===== src/rtl/tps_pkg.sv =====
// Operation
// - Results are unsigned, split over two 8-bit result registers read serially.
// - Reference control selects internal 1.25 V or 2.5 V, or external.
// - Touch coordinate conversions are always ratiometric, whatever reference.
// - Converter control one bits 6..5 select 8, 10 or 12 bit resolution.
// - Clock select bit 7 picks internal oscillator or master clock.
// - Converter control one bits 4..3 divide the selected clock.
// - Oscillator runs at nominal 8.2 MHz; sequencing intervals count ticks of the selected clock.
// - Pin function code 1100 in bits 5..2 makes pin the interrupt.
// - Interrupt shows pen touch by default, else data-ready or both.
// - Idle: Y-minus grounded, X-plus pulled up and buffered to interrupt.
// - X-plus pull-up is disconnected during X and Y measurement.
// - Pen debounce runs from oscillator or master clock.
// - Touch re-check restores detect drivers, pull-up, precharge before sensing.
// - Precharge, sense and stabilization times come from timing registers.
// - Timing register bit 7 disables pen-touch detection.
// - Converter control two bit 7 picks host or self-controlled conversion.
// - Self mode: on touch, interrupt, clock start, Y drive, stabilize, convert.
// - If still touched, drive X, stabilize, convert, store X result.
// - Self mode repeats scans until touch removed or converter powered down.
// - Host mode: interrupt on touch, host writes scan function, device sequences.
// - Converter control one bit 7 forces converter power-down.
// - Self mode waits the interval timer before re-checking touch.
package tps_pkg;
    // Register offsets, page select lives at offset 0 of every page
    localparam logic [6:0] OFS_PAGE = 7'h00;
    localparam logic [6:0] OFS_CONV_ONE = 7'h02;
    localparam logic [6:0] OFS_CONV_TWO = 7'h03;
    localparam logic [6:0] OFS_PRE_SENSE = 7'h04;
    localparam logic [6:0] OFS_STAB = 7'h05;
    localparam logic [6:0] OFS_REF = 7'h06;
    localparam logic [6:0] OFS_CLK_SRC = 7'h10;
    localparam logic [6:0] OFS_CLK_COMP = 7'h11;
    localparam logic [6:0] OFS_RES_X_HI = 7'h2A;
    localparam logic [6:0] OFS_RES_X_LO = 7'h2B;
    localparam logic [6:0] OFS_RES_Y_HI = 7'h2C;
    localparam logic [6:0] OFS_RES_Y_LO = 7'h2D;
    localparam logic [6:0] OFS_PIN_ONE = 7'h33;
    localparam logic [6:0] OFS_PIN_TWO = 7'h34;
    localparam logic [7:0] PAGE_ZERO = 8'h00;
    localparam logic [7:0] PAGE_THREE = 8'h03;
    localparam logic [7:0] REG_RESET = 8'h00;
    // Field positions
    localparam int BIT_PWDN = 7;
    localparam int RES_HI = 6;
    localparam int RES_LO = 5;
    localparam int DIV_HI = 4;
    localparam int DIV_LO = 3;
    localparam int BIT_SELF = 7;
    localparam int FN_HI = 5;
    localparam int FN_LO = 2;
    localparam int IRQ_HI = 1;
    localparam int IRQ_LO = 0;
    localparam int BIT_PEN_OFF = 7;
    localparam int PRE_HI = 6;
    localparam int PRE_LO = 4;
    localparam int SNS_HI = 2;
    localparam int SNS_LO = 0;
    localparam int BIT_CLK_SEL = 7;
    localparam int BIT_REF_EXT = 2;
    localparam int BIT_REF_HI = 1;
    // Encodings
    localparam logic [3:0] PIN_FN_IRQ = 4'b1100;
    localparam logic [3:0] SCAN_XY = 4'b0001;
    localparam logic [3:0] SCAN_NONE = 4'b0000;
    localparam logic [1:0] IRQ_PEN = 2'b00;
    localparam logic [1:0] IRQ_DATA = 2'b01;
    localparam logic [1:0] IRQ_BOTH = 2'b10;
    localparam logic [1:0] RES_8 = 2'b01;
    localparam logic [1:0] RES_10 = 2'b10;
    localparam logic [3:0] LSB_8 = 4'h4;
    localparam logic [3:0] LSB_10 = 4'h2;
    localparam logic [3:0] LSB_12 = 4'h0;
    localparam logic [3:0] MSB_IDX = 4'hB;
    localparam logic [3:0] SPI_LAST = 4'hF;
    localparam logic [3:0] SPI_ADDR_DONE = 4'h7;
    localparam logic [3:0] SPI_DATA_FIRST = 4'h8;
    // Timing
    localparam longint CORE_HZ = 200_000_000;
    localparam longint OSC_HZ = 8_200_000;
    localparam int OSC_DIV = int'(CORE_HZ / OSC_HZ);
    localparam logic [15:0] CNT_ONE = 16'h0001;
    localparam logic [15:0] CNT_ZERO = 16'h0000;

    typedef enum logic [3:0] {
        ST_DETECT = 4'b0000,
        ST_PRECHARGE = 4'b0001,
        ST_SENSE = 4'b0010,
        ST_YSTAB = 4'b0011,
        ST_YCONV = 4'b0100,
        ST_XSTAB = 4'b0101,
        ST_XCONV = 4'b0110,
        ST_INTERVAL = 4'b0111
    } tps_state_e;

    typedef struct packed {
        logic yMinusToGround;
        logic xPlusPullup;
        logic precharge;
        logic yDrive;
        logic xDrive;
        logic sarPower;
        logic ratiometric;
    } tps_panel_s;
endpackage


===== src/rtl/tps_sequencer.sv =====
`timescale 1ns/100ps
module tps_sequencer
    import tps_pkg::*;
#(
    parameter int PRE_UNIT = 4,
    parameter int SNS_UNIT = 4,
    parameter int STAB_UNIT = 8,
    parameter int DEB_TICKS = 16,
    parameter int INTERVAL_TICKS = 4096
) (
    // Clock and reset
    input wire logic core_clk,
    input wire logic sys_rst,
    // Serial control port
    input wire logic spiSclk,
    input wire logic spiCsN,
    input wire logic spiMosi,
    output logic spiMiso,
    output logic spiMisoOeN,
    // Master clock, sampled as a level
    input wire logic masterClk,
    // Panel sense and converter comparator
    input wire logic penSenseN,
    input wire logic compHigh,
    output logic [11:0] dacCode,
    output tps_panel_s panel,
    // Reference steering
    output logic refUseInternal,
    output logic refLevelHigh,
    // General pins
    output logic generalPinOne,
    output logic generalPinOneOeN,
    output logic generalPinTwo,
    output logic generalPinTwoOeN
);

    ////////////////////////////////////////////////////////////////////////
    // Register file
    logic [7:0] pageSel, convOne, convTwo, preSense, stabReg, refCtl;
    logic [7:0] clkSrc, clkComp, pinOneFn, pinTwoFn;
    logic [11:0] resX, resY;
    logic dataReady;

    // Serial port state
    logic sclkQ, sclkRise, sclkFall;
    logic [3:0] bitCnt;
    logic [6:0] spiAddr;
    logic spiRead;
    logic [7:0] rxShift, txShift;
    logic wrStrobe;
    logic [7:0] wrData;
    logic [6:0] wrAddr;
    logic rdLoad;
    logic [7:0] rdData;
    logic [7:0] rxByte;

    // Edge detection on the serial clock
    assign sclkRise = spiSclk & ~sclkQ;
    assign sclkFall = ~spiSclk & sclkQ;
    assign rxByte = {rxShift[6:0], spiMosi};
    assign spiMiso = txShift[7];
    assign spiMisoOeN = spiCsN | ~spiRead | (bitCnt < SPI_DATA_FIRST);

    // Serial shifting: address byte with read flag, then data bytes
    always_ff @(posedge core_clk or posedge sys_rst) begin
        if (sys_rst) begin
            sclkQ <= 1'b0;
            bitCnt <= 4'h0;
            spiAddr <= 7'h00;
            spiRead <= 1'b0;
            rxShift <= 8'h00;
            txShift <= 8'h00;
        end else begin
            sclkQ <= spiSclk;
            if (spiCsN) begin
                bitCnt <= 4'h0;
                spiRead <= 1'b0;
            end else if (sclkRise) begin
                rxShift <= rxByte;
                bitCnt <= (bitCnt == SPI_LAST) ? SPI_DATA_FIRST
                                               : bitCnt + 4'h1;
                if (bitCnt == SPI_ADDR_DONE) begin
                    spiAddr <= rxByte[7:1];
                    spiRead <= rxByte[0];
                end
                if (bitCnt == SPI_LAST) begin
                    spiAddr <= spiAddr + 7'h01;
                end
            end else if (sclkFall && bitCnt > SPI_DATA_FIRST) begin
                txShift <= {txShift[6:0], 1'b0};
            end else if (rdLoad) begin
                txShift <= rdData;
            end
        end
    end

    // Write commit at the last data bit; read data loaded one cycle later
    assign wrStrobe = ~spiCsN & sclkRise & ~spiRead & (bitCnt == SPI_LAST);
    assign wrData = rxByte;
    assign wrAddr = spiAddr;

    logic rdLoadQ;
    always_ff @(posedge core_clk or posedge sys_rst) begin
        if (sys_rst) begin
            rdLoadQ <= 1'b0;
        end else begin
            rdLoadQ <= ~spiCsN & sclkRise &
                       ((bitCnt == SPI_ADDR_DONE & rxByte[0]) |
                        (bitCnt == SPI_LAST & spiRead));
        end
    end
    assign rdLoad = rdLoadQ;

    // Register decode
    logic onP0, onP3, wrP0, wrP3;
    assign onP0 = pageSel == PAGE_ZERO;
    assign onP3 = pageSel == PAGE_THREE;
    assign wrP0 = wrStrobe & onP0;
    assign wrP3 = wrStrobe & onP3;

    // Read mux, results right-justified and unsigned
    always_comb begin
        rdData = 8'h00;
        if (spiAddr == OFS_PAGE) begin
            rdData = pageSel;
        end else if (onP0) begin
            case (spiAddr)
                OFS_PIN_ONE: rdData = pinOneFn;
                OFS_PIN_TWO: rdData = pinTwoFn;
                default: rdData = 8'h00;
            endcase
        end else if (onP3) begin
            case (spiAddr)
                OFS_CONV_ONE: rdData = convOne;
                OFS_CONV_TWO: rdData = convTwo;
                OFS_PRE_SENSE: rdData = preSense;
                OFS_STAB: rdData = stabReg;
                OFS_REF: rdData = refCtl;
                OFS_CLK_SRC: rdData = clkSrc;
                OFS_CLK_COMP: rdData = clkComp;
                OFS_RES_X_HI: rdData = {4'h0, resX[11:8]};
                OFS_RES_X_LO: rdData = resX[7:0];
                OFS_RES_Y_HI: rdData = {4'h0, resY[11:8]};
                OFS_RES_Y_LO: rdData = resY[7:0];
                default: rdData = 8'h00;
            endcase
        end
    end

    // Configuration register storage
    always_ff @(posedge core_clk or posedge sys_rst) begin
        if (sys_rst) begin
            pageSel <= REG_RESET;
            convOne <= REG_RESET;
            preSense <= REG_RESET;
            stabReg <= REG_RESET;
            refCtl <= REG_RESET;
            clkSrc <= REG_RESET;
            clkComp <= REG_RESET;
            pinOneFn <= REG_RESET;
            pinTwoFn <= REG_RESET;
        end else if (wrStrobe) begin
            if (wrAddr == OFS_PAGE) pageSel <= wrData;
            if (wrP0 && wrAddr == OFS_PIN_ONE) pinOneFn <= wrData;
            if (wrP0 && wrAddr == OFS_PIN_TWO) pinTwoFn <= wrData;
            if (wrP3 && wrAddr == OFS_CONV_ONE) convOne <= wrData;
            if (wrP3 && wrAddr == OFS_PRE_SENSE) preSense <= wrData;
            if (wrP3 && wrAddr == OFS_STAB) stabReg <= wrData;
            if (wrP3 && wrAddr == OFS_REF) refCtl <= wrData;
            if (wrP3 && wrAddr == OFS_CLK_SRC) clkSrc <= wrData;
            if (wrP3 && wrAddr == OFS_CLK_COMP) clkComp <= wrData;
        end
    end

    ////////////////////////////////////////////////////////////////////////
    // Clock source and converter clock
    logic [5:0] oscCnt;
    logic oscTick, mclkQ, mclkTick, seqTick;
    logic [2:0] divCnt;
    logic convTick;
    logic [2:0] divMask;

    // Oscillator enable at nominal 8.2 MHz
    assign oscTick = oscCnt == 6'(OSC_DIV - 1);
    assign mclkTick = masterClk & ~mclkQ;
    // Source select for sequencer and debounce
    assign seqTick = clkSrc[BIT_CLK_SEL] ? mclkTick : oscTick;
    // Ratio 1, 2, 4 or 8 from the divide field
    assign divMask = 3'((4'h1 << convOne[DIV_HI:DIV_LO]) - 4'h1);
    assign convTick = seqTick & ((divCnt & divMask) == divMask);

    always_ff @(posedge core_clk or posedge sys_rst) begin
        if (sys_rst) begin
            oscCnt <= 6'h00;
            mclkQ <= 1'b0;
            divCnt <= 3'h0;
        end else begin
            oscCnt <= oscTick ? 6'h00 : oscCnt + 6'h01;
            mclkQ <= masterClk;
            if (seqTick) divCnt <= divCnt + 3'h1;
        end
    end

    ////////////////////////////////////////////////////////////////////////
    // Sequencer
    tps_state_e state, next_state;
    logic [15:0] tmr, next_tmr;
    logic nextIsX, next_nextIsX;
    logic hostReq;
    logic penOn, penRaw, penDeb;
    logic [7:0] debCnt;
    logic pwdn, selfMode, detOff, tmrDone, scanWrite;
    logic [15:0] preTicks, snsTicks, stabTicks;
    logic [3:0] sarIdx, lsbIdx;
    logic [11:0] sarCode, trial;
    logic convState, sarLast, stillTouched, startScan;

    assign pwdn = convOne[BIT_PWDN];
    assign selfMode = convTwo[BIT_SELF];
    assign detOff = preSense[BIT_PEN_OFF];
    assign preTicks = 16'(PRE_UNIT * (preSense[PRE_HI:PRE_LO] + 1));
    assign snsTicks = 16'(SNS_UNIT * (preSense[SNS_HI:SNS_LO] + 1));
    assign stabTicks = 16'(STAB_UNIT * (stabReg[SNS_HI:SNS_LO] + 1));
    assign tmrDone = tmr == CNT_ZERO;
    assign scanWrite = wrP3 & (wrAddr == OFS_CONV_TWO) &
                       (wrData[FN_HI:FN_LO] == SCAN_XY);
    assign stillTouched = ~penSenseN & ~detOff;
    // Self mode starts on touch; host mode waits for a scan write
    assign startScan = selfMode | hostReq;

    // Pull-up only in detect phases, never while measuring
    assign penOn = (state == ST_DETECT) | (state == ST_PRECHARGE) |
                   (state == ST_SENSE);
    assign penRaw = ~penSenseN & ~detOff;

    // Pen debounce, frozen while the pull-up is off
    // A failed re-check drops the stale pen so scans stop
    always_ff @(posedge core_clk or posedge sys_rst) begin
        if (sys_rst) begin
            debCnt <= 8'h00;
            penDeb <= 1'b0;
        end else if (detOff ||
                     (state == ST_SENSE && next_state == ST_DETECT)) begin
            debCnt <= 8'h00;
            penDeb <= 1'b0;
        end else if (seqTick && state == ST_DETECT) begin
            if (penRaw == penDeb) begin
                debCnt <= 8'h00;
            end else if (debCnt == 8'(DEB_TICKS - 1)) begin
                debCnt <= 8'h00;
                penDeb <= penRaw;
            end else begin
                debCnt <= debCnt + 8'h01;
            end
        end
    end

    // Resolution picks the last bit to resolve
    assign lsbIdx = (convOne[RES_HI:RES_LO] == RES_8) ? LSB_8 :
                    (convOne[RES_HI:RES_LO] == RES_10) ? LSB_10 : LSB_12;
    assign convState = (state == ST_YCONV) | (state == ST_XCONV);
    assign trial = sarCode | (12'h001 << sarIdx);
    assign sarLast = convTick & (sarIdx == lsbIdx);
    assign dacCode = trial;

    // Next-state logic
    always_comb begin
        next_state = state;
        next_tmr = tmr;
        next_nextIsX = nextIsX;
        if (seqTick && !tmrDone) next_tmr = tmr - CNT_ONE;
        case (state)
            ST_DETECT: begin
                next_nextIsX = 1'b0;
                if (penDeb && startScan && !pwdn) begin
                    next_state = ST_YSTAB;
                    next_tmr = stabTicks;
                end
            end
            ST_PRECHARGE: begin
                if (tmrDone) begin
                    next_state = ST_SENSE;
                    next_tmr = snsTicks;
                end
            end
            ST_SENSE: begin
                if (tmrDone) begin
                    if (stillTouched) begin
                        next_state = nextIsX ? ST_XSTAB : ST_YSTAB;
                        next_tmr = stabTicks;
                    end else begin
                        next_state = ST_DETECT;
                    end
                end
            end
            ST_YSTAB: begin
                if (tmrDone) next_state = ST_YCONV;
            end
            ST_YCONV: begin
                if (sarLast) begin
                    next_state = ST_PRECHARGE;
                    next_tmr = preTicks;
                    next_nextIsX = 1'b1;
                end
            end
            ST_XSTAB: begin
                if (tmrDone) next_state = ST_XCONV;
            end
            ST_XCONV: begin
                if (sarLast) begin
                    next_state = ST_INTERVAL;
                    next_tmr = 16'(INTERVAL_TICKS);
                    next_nextIsX = 1'b0;
                end
            end
            ST_INTERVAL: begin
                if (tmrDone) begin
                    next_state = ST_PRECHARGE;
                    next_tmr = preTicks;
                end
            end
            default: next_state = ST_DETECT;
        endcase
        // Forced power-down or disabled detection stops any scan
        if (pwdn || detOff) begin
            next_state = ST_DETECT;
            next_tmr = CNT_ZERO;
        end
    end

    // State, scan request and converter registers
    always_ff @(posedge core_clk or posedge sys_rst) begin
        if (sys_rst) begin
            state <= ST_DETECT;
            tmr <= CNT_ZERO;
            nextIsX <= 1'b0;
            hostReq <= 1'b0;
            convTwo <= REG_RESET;
            sarIdx <= MSB_IDX;
            sarCode <= 12'h000;
        end else begin
            state <= next_state;
            tmr <= next_tmr;
            nextIsX <= next_nextIsX;
            if (wrP3 && wrAddr == OFS_CONV_TWO) convTwo <= wrData;
            // Host scan stands until a re-check finds no touch or power-down is forced
            if (scanWrite) begin
                hostReq <= 1'b1;
            end else if (state == ST_SENSE && next_state == ST_DETECT) begin
                hostReq <= 1'b0;
            end else if (pwdn) begin
                hostReq <= 1'b0;
            end
            if (!convState) begin
                sarIdx <= MSB_IDX;
                sarCode <= 12'h000;
            end else if (convTick) begin
                if (compHigh) sarCode <= trial;
                sarIdx <= sarIdx - 4'h1;
            end
        end
    end

    // Result capture and data-ready flag, set wins over read clear
    logic [11:0] finalCode, justified;
    logic resRead;
    assign finalCode = compHigh ? trial : sarCode;
    assign justified = finalCode >> lsbIdx;
    assign resRead = rdLoad & onP3 &
                     ((spiAddr == OFS_RES_X_LO) | (spiAddr == OFS_RES_Y_LO));

    always_ff @(posedge core_clk or posedge sys_rst) begin
        if (sys_rst) begin
            resX <= 12'h000;
            resY <= 12'h000;
            dataReady <= 1'b0;
        end else begin
            if (sarLast && state == ST_YCONV) resY <= justified;
            if (sarLast && state == ST_XCONV) resX <= justified;
            if (sarLast && state == ST_XCONV) begin
                dataReady <= 1'b1;
            end else if (resRead) begin
                dataReady <= 1'b0;
            end
        end
    end

    ////////////////////////////////////////////////////////////////////////
    // Panel drivers and reference
    always_comb begin
        panel.yMinusToGround = penOn | (state == ST_YSTAB) |
                               (state == ST_YCONV);
        panel.xPlusPullup = penOn;
        panel.precharge = state == ST_PRECHARGE;
        panel.yDrive = (state == ST_YSTAB) | (state == ST_YCONV);
        panel.xDrive = (state == ST_XSTAB) | (state == ST_XCONV);
        panel.sarPower = convState & ~pwdn;
        panel.ratiometric = 1'b1;
    end

    assign refUseInternal = ~refCtl[BIT_REF_EXT];
    assign refLevelHigh = refCtl[BIT_REF_HI];

    ////////////////////////////////////////////////////////////////////////
    // Interrupt pins, active low
    logic irqLevelN;
    logic pinOneIrq, pinTwoIrq;

    // Source select: pen, data-ready or either
    always_comb begin
        case (convTwo[IRQ_HI:IRQ_LO])
            IRQ_DATA: irqLevelN = ~dataReady;
            IRQ_BOTH: irqLevelN = ~(penDeb | dataReady);
            default: irqLevelN = ~penDeb;
        endcase
    end

    assign pinOneIrq = pinOneFn[FN_HI:FN_LO] == PIN_FN_IRQ;
    assign pinTwoIrq = pinTwoFn[FN_HI:FN_LO] == PIN_FN_IRQ;
    assign generalPinOne = pinOneIrq ? irqLevelN : 1'b1;
    assign generalPinOneOeN = ~pinOneIrq;
    assign generalPinTwo = pinTwoIrq ? irqLevelN : 1'b1;
    assign generalPinTwoOeN = ~pinTwoIrq;

endmodule


===== config.mk =====
export PLATFORM = sky130hd
export DESIGN_NAME = tps_sequencer
export DESIGN_NICKNAME = d
export VERILOG_FILES = /design/src/rtl/tps_pkg.sv /design/src/rtl/tps_sequencer.sv
export SDC_FILE = /design/constraint.sdc
export NUM_CORES = 1
export LEC_CHECK = 0
export BUFFER_PORTS_ARGS = -buffer_cell sky130_fd_sc_hd__buf_2
export CAP_MARGIN = 5
export CORE_UTILIZATION = 55
export CTS_BUF_LIST = sky130_fd_sc_hd__clkbuf_4
export CTS_CLUSTER_SIZE = 28
export DETAILED_ROUTE_END_ITERATION = 12
export PLACE_DENSITY = 0.8
export SKIP_CTS_REPAIR_TIMING = 1
export SYNTH_ARGS = -nofsm -noshare
export SYNTH_HDL_FRONTEND = slang
export SYNTH_SLANG_ARGS = --single-unit

===== constraint.sdc =====
create_clock -name core_clk -period 9 [get_ports core_clk]
set_clock_uncertainty 0.15 [all_clocks]
set_input_delay 1.8 -clock core_clk [delete_from_list [all_inputs] [get_ports core_clk]]
set_output_delay 1.8 -clock core_clk [all_outputs]
set_load 0.02 [all_outputs]

; Word-level counts from Yosys, hierarchy flattened
; Index checks and enable logic that the tools add are counted.
[classes]
n_addsub = 11
order_cmp = 2
eq_ne = 39
shifts = 3
n_mux = 65
bitwise_logic = 49
reduce_logical = 50
[ops]
columns = cell, count
row1 = 16-bit 2-to-1 mux, 9
row2 = 16-bit case mux with 6 select lines, 1
row3 = 8-bit case mux with 11 select lines, 1
row4 = 8-bit 2-to-1 mux, 9
row5 = 4-bit 2-to-1 mux, 14
row6 = 7-bit by 6-bit == test with 1-bit output (second input constant), 6
row7 = 12-bit 2-to-1 mux, 3
row8 = 4-bit case mux with 8 select lines, 1
row9 = 2-bit AND reduction, 11
row10 = 7-bit by 3-bit == test with 1-bit output (second input constant), 3
row11 = 4-bit by 3-bit == test with 1-bit output (second input constant), 5
row12 = 1-bit AND, 19
row13 = 1-bit logical AND, 17
row14 = 1-bit 2-to-1 mux, 17
row15 = 16-bit zero test, 1
row16 = 8-bit case mux with 2 select lines, 1
row17 = 16-bit by 1-bit subtractor with 16-bit output (second input constant), 1
row18 = 1-bit inverter, 15
row19 = 7-bit by 2-bit == test with 1-bit output (second input constant), 2
row20 = 7-bit by 5-bit == test with 1-bit output (second input constant), 2
row21 = 7-bit 2-to-1 mux, 2
row22 = 2-bit nonzero test, 7
row23 = 1-bit bitwise OR, 13
row24 = 3-bit by 1-bit adder with 4-bit output (second input constant), 3
row25 = other kinds (38), 56
[word_totals]
regBits = 191
in_bits = 8
out_inout_bits = 27
wordCells = 250

; Longest topological paths before layout
[depth]
ltp_word = 14
ltp_mapped = 10
depth_no_buf = 9

; Worst setup path after synthesis
; OpenSTA, ideal clock, no wires.
[synth_timing]
path_kind = input port to output port
from = input spiCsN
to = output spiMisoOeN
t_arrival_ps = 2249
required_ps = 7050
path_slack_ps = 4801
cell_stages = 2
n_path_buf = 1
path_cell_list = buf_2 nand3b_1
[synth_via]
elab_chain_len = 2
[synth_lines]
columns = item, line_no
row1 = start: declaration, tps_sequencer.sv:16  ; input wire logic spiCsN,
row2 = 1-bit bitwise OR (2 in a row), tps_sequencer.sv:62  ; assign spiMisoOeN = spiCsN | ~spiRead | (bitCnt < SPI_DATA_FIRST);
row3 = end: declaration, tps_sequencer.sv:19  ; output logic spiMisoOeN,
; Every way passes these cells.

==> metrics <==
Syn Std Cell Area 10300 µm²; die width 139 µm; CP Max Fanout 19; Hold WS 0.317 ns; CTS H-tree lvls 4; Critical Path AT 2.57 ns; status finished, violations left; Clock Latency Late Sink 0.61 ns; Mapped Cells 1008; async set-or-reset flop fraction in the synthesized netlist 1.00; count of input and output buffers 33; pre-CTS WS 4.47 ns; failing checks DRC; dpl cell area 10500 µm²; Hold WC Path Type reg2reg; DR iter-0 viols 719; Post-Route WL 24500 µm; Root Driver clkbuf_4; Int Pwr 1230 µW; row cnt 49; share of cells above drive strength 1 0.202; CP startpoint state[1]$_DFF_PP0_; first-pass GRT wire length 40000 µm; dpl hpwl 16800 µm; min cycle time layout 4.52 ns; synth warn 0; final setup fails 0; Slew HR 0.293; Mapped Nets 1037; Starting Density 0.565; CTS tree done; clock group share of total power 0.300; Worst-path clk slew 0.15 ns; nets 1031; antenna violations before repair 1; FMAX 221 MHz; biggest area consumer among synthesized cells dfrtp_1; number of fill cells 1492; register share of total power 0.586; multi-input logic area 5130 µm²; Placer Congestion 0.912; flops & latches, synth 191; Final WS setup 4.48 ns; Detail Route Antenna Nets 0; Die ar. 19200 µm²; Yosys cell types 81; largest net degree at the start of global routing 115; switching part of the total 0.308; count leader, synth dfrtp_1; origin of the worst min-delay path oscCnt[0]$_DFF_PP0_; clock sinks 191; Post-synth EDFFs 0; logic gate share of total power 0.115; critical path start-end classification reg2out; CP Launch Type register; vias in the first global route 7610; vias 7994; Register Area 4780 µm²; Worst Setup End Kind primary output; RR Startpoint oscCnt[0]$_DFF_PP0_; Max VDD drop 0.0000768 V; pwr dens 165 nW/µm²; Mean Syn Cell Area 10.2 µm²; RSZ-0062 raised after global routing no; router iterations before antenna repair 9; final hold vios 0; post-synth top area share 0.459; Final period util 0.502; Worst Tran Pin Value 1.05 ns; sequential fraction of the synthesis area 0.466; Setup TNS 0 ns; TritonCTS Buffers 17; Req. time, crit path 7.05 ns; vias per cell 6.42; Slew Limit Fails 0; clock buffer depth 2; top cells by area, synth dfrtp_1 46%, mux2_2 9.5%, o21ai_0 3.3%; Static Leakage 0.00483 µW; Finished Cell Area 10800 µm²; core area 18100 µm²; Synth top cells by count 188 x dfrtp_1, 87 x mux2_2, 76 x nor2_1, 74 x nand2_1, 68 x o21ai_0; Avg WL per Cell 19.7 µm; max_cap viols 0; Total GRT Usage 0.266; total gr overflow 0; area delta synth->final 5.49%; number of remaining DRC errors 6; die height 139 µm; io pins 35; net switching power 550 µW; ys flop type dfrtp_1
-- placed cells by master, fill, tap and decap left out, types with 12 or more instances in the layout --
| cell | Yosys | final |
|---|---|---|
| xnor2_1 | 13 | 13 |
| nand2_1 | 74 | 74 |
| nand3_1 | 26 | 26 |
| xor2_1 | 12 | 12 |
| buf_2 | 17 | 33 |
| ha_1 | 21 | 21 |
| nor2_1 | 76 | 76 |
| nor3_1 | 34 | 34 |
| inv_1 | 23 | 22 |
| o211ai_1 | 12 | 12 |
| mux2_2 | 87 | 87 |
| nand2b_1 | 25 | 25 |
| a21oi_1 | 52 | 52 |
| dfrtp_1 | 188 | 188 |
| a22oi_1 | 27 | 27 |
| o21ai_0 | 68 | 68 |
| and3_1 | 13 | 13 |
| clkbuf_4 | 0 | 18 |
| a21o_1 | 14 | 14 |
-- sequential cells by signal, indices dropped and copies added, names as in the netlist, 6 cells and up --
signal	flops
preSense	8
resX	12
convTwo	8
pageSel	8
pinOneFn	8
refCtl	8
txShift	8
debCnt	8
sarCode	12
convOne	8
clkSrc	8
tmr	16
rxShift	7
oscCnt	6
clkComp	8
stabReg	8
spiAddr	7
resY	12
pinTwoFn	8
-- cells by family after synthesis --
| logic type | after synthesis | share of synthesized area |
|---|---|---|
| AO/OA/AOI/OAI | 251 | 0.165 |
| XOR/XNOR | 25 | 0.0213 |
| adder cells (fa/ha/maj) | 21 | 0.0256 |
| buffers and inverters | 84 | 0.0337 |
| flip-flops | 191 | 0.466 |
| multiplexers | 93 | 0.101 |
| other | 2 | 0.000732 |
| AND/OR/NAND/NOR | 341 | 0.186 |
-- layer usage --
metal	part of all wire	wire (µm)	GRT usage
met1	0.44	10800	0.368
met2	0.46	11400	0.415
met3	0.066	1610	0.0494
met4	0.031	753	0.113
met5	0	0	0
-- stage by stage --
stage / instances / utilization / power [µW]
3_3_place_gp: 1212 / 0.578 / 1250
6_report: 1245 / 0.596 / 1780
4_1_cts: 1244 / 0.596 / 1790
2_1_floorplan: 1008 / - / 1170
3_5_place_dp: 1212 / 0.578 / 1260
5_1_grt: 1245 / 0.596 / 1860
-- critical path: stages (launching register included) --
cell	delay [ns]
dfrtp_1	0.67
nor4b_1	0.98
buf_2	0.31
-- power groups by stage --
stage / Combinational (µW) / Sequential [µW] / Clock (µW)
after floorplan: 195 / 978 / 0
after global placement: 197 / 1050 / 0
after detailed placement: 204 / 1050 / 0
after CTS: 205 / 1040 / 545
after global routing: 232 / 1050 / 576
final: 205 / 1040 / 535
-- area by class of cell --
type | count | area share
clock buffers | 18 | 0.0125
well taps | 229 | 0.0265
multi-input cells | 733 | 0.474
repair buffers | 36 | 0.0173
inverters | 23 | 0.00867
clock inverters | 14 | 0.0187
diodes | 1 | 0.000231
flip-flops and latches | 191 | 0.442
-- worst paths after layout --
check / to / slack (ns) / cells past startpoint
hold reg to reg: oscCnt[0]$_DFF_PP0_ / 0.32 / 1
setup / recovery: panel[4] / 4.48 / 2
hold / removal: oscCnt[0]$_DFF_PP0_ / 0.32 / 1
setup reg to reg: tmr[6]$_DFF_PP0_ / 5.50 / 8
min in group asynchronous: debCnt[2]$_DFFE_PP0P_ / 1.14 / 2
max in group asynchronous: resX[5]$_DFFE_PP0P_ / 6.05 / 3
(Power assumes the default switching activity.)
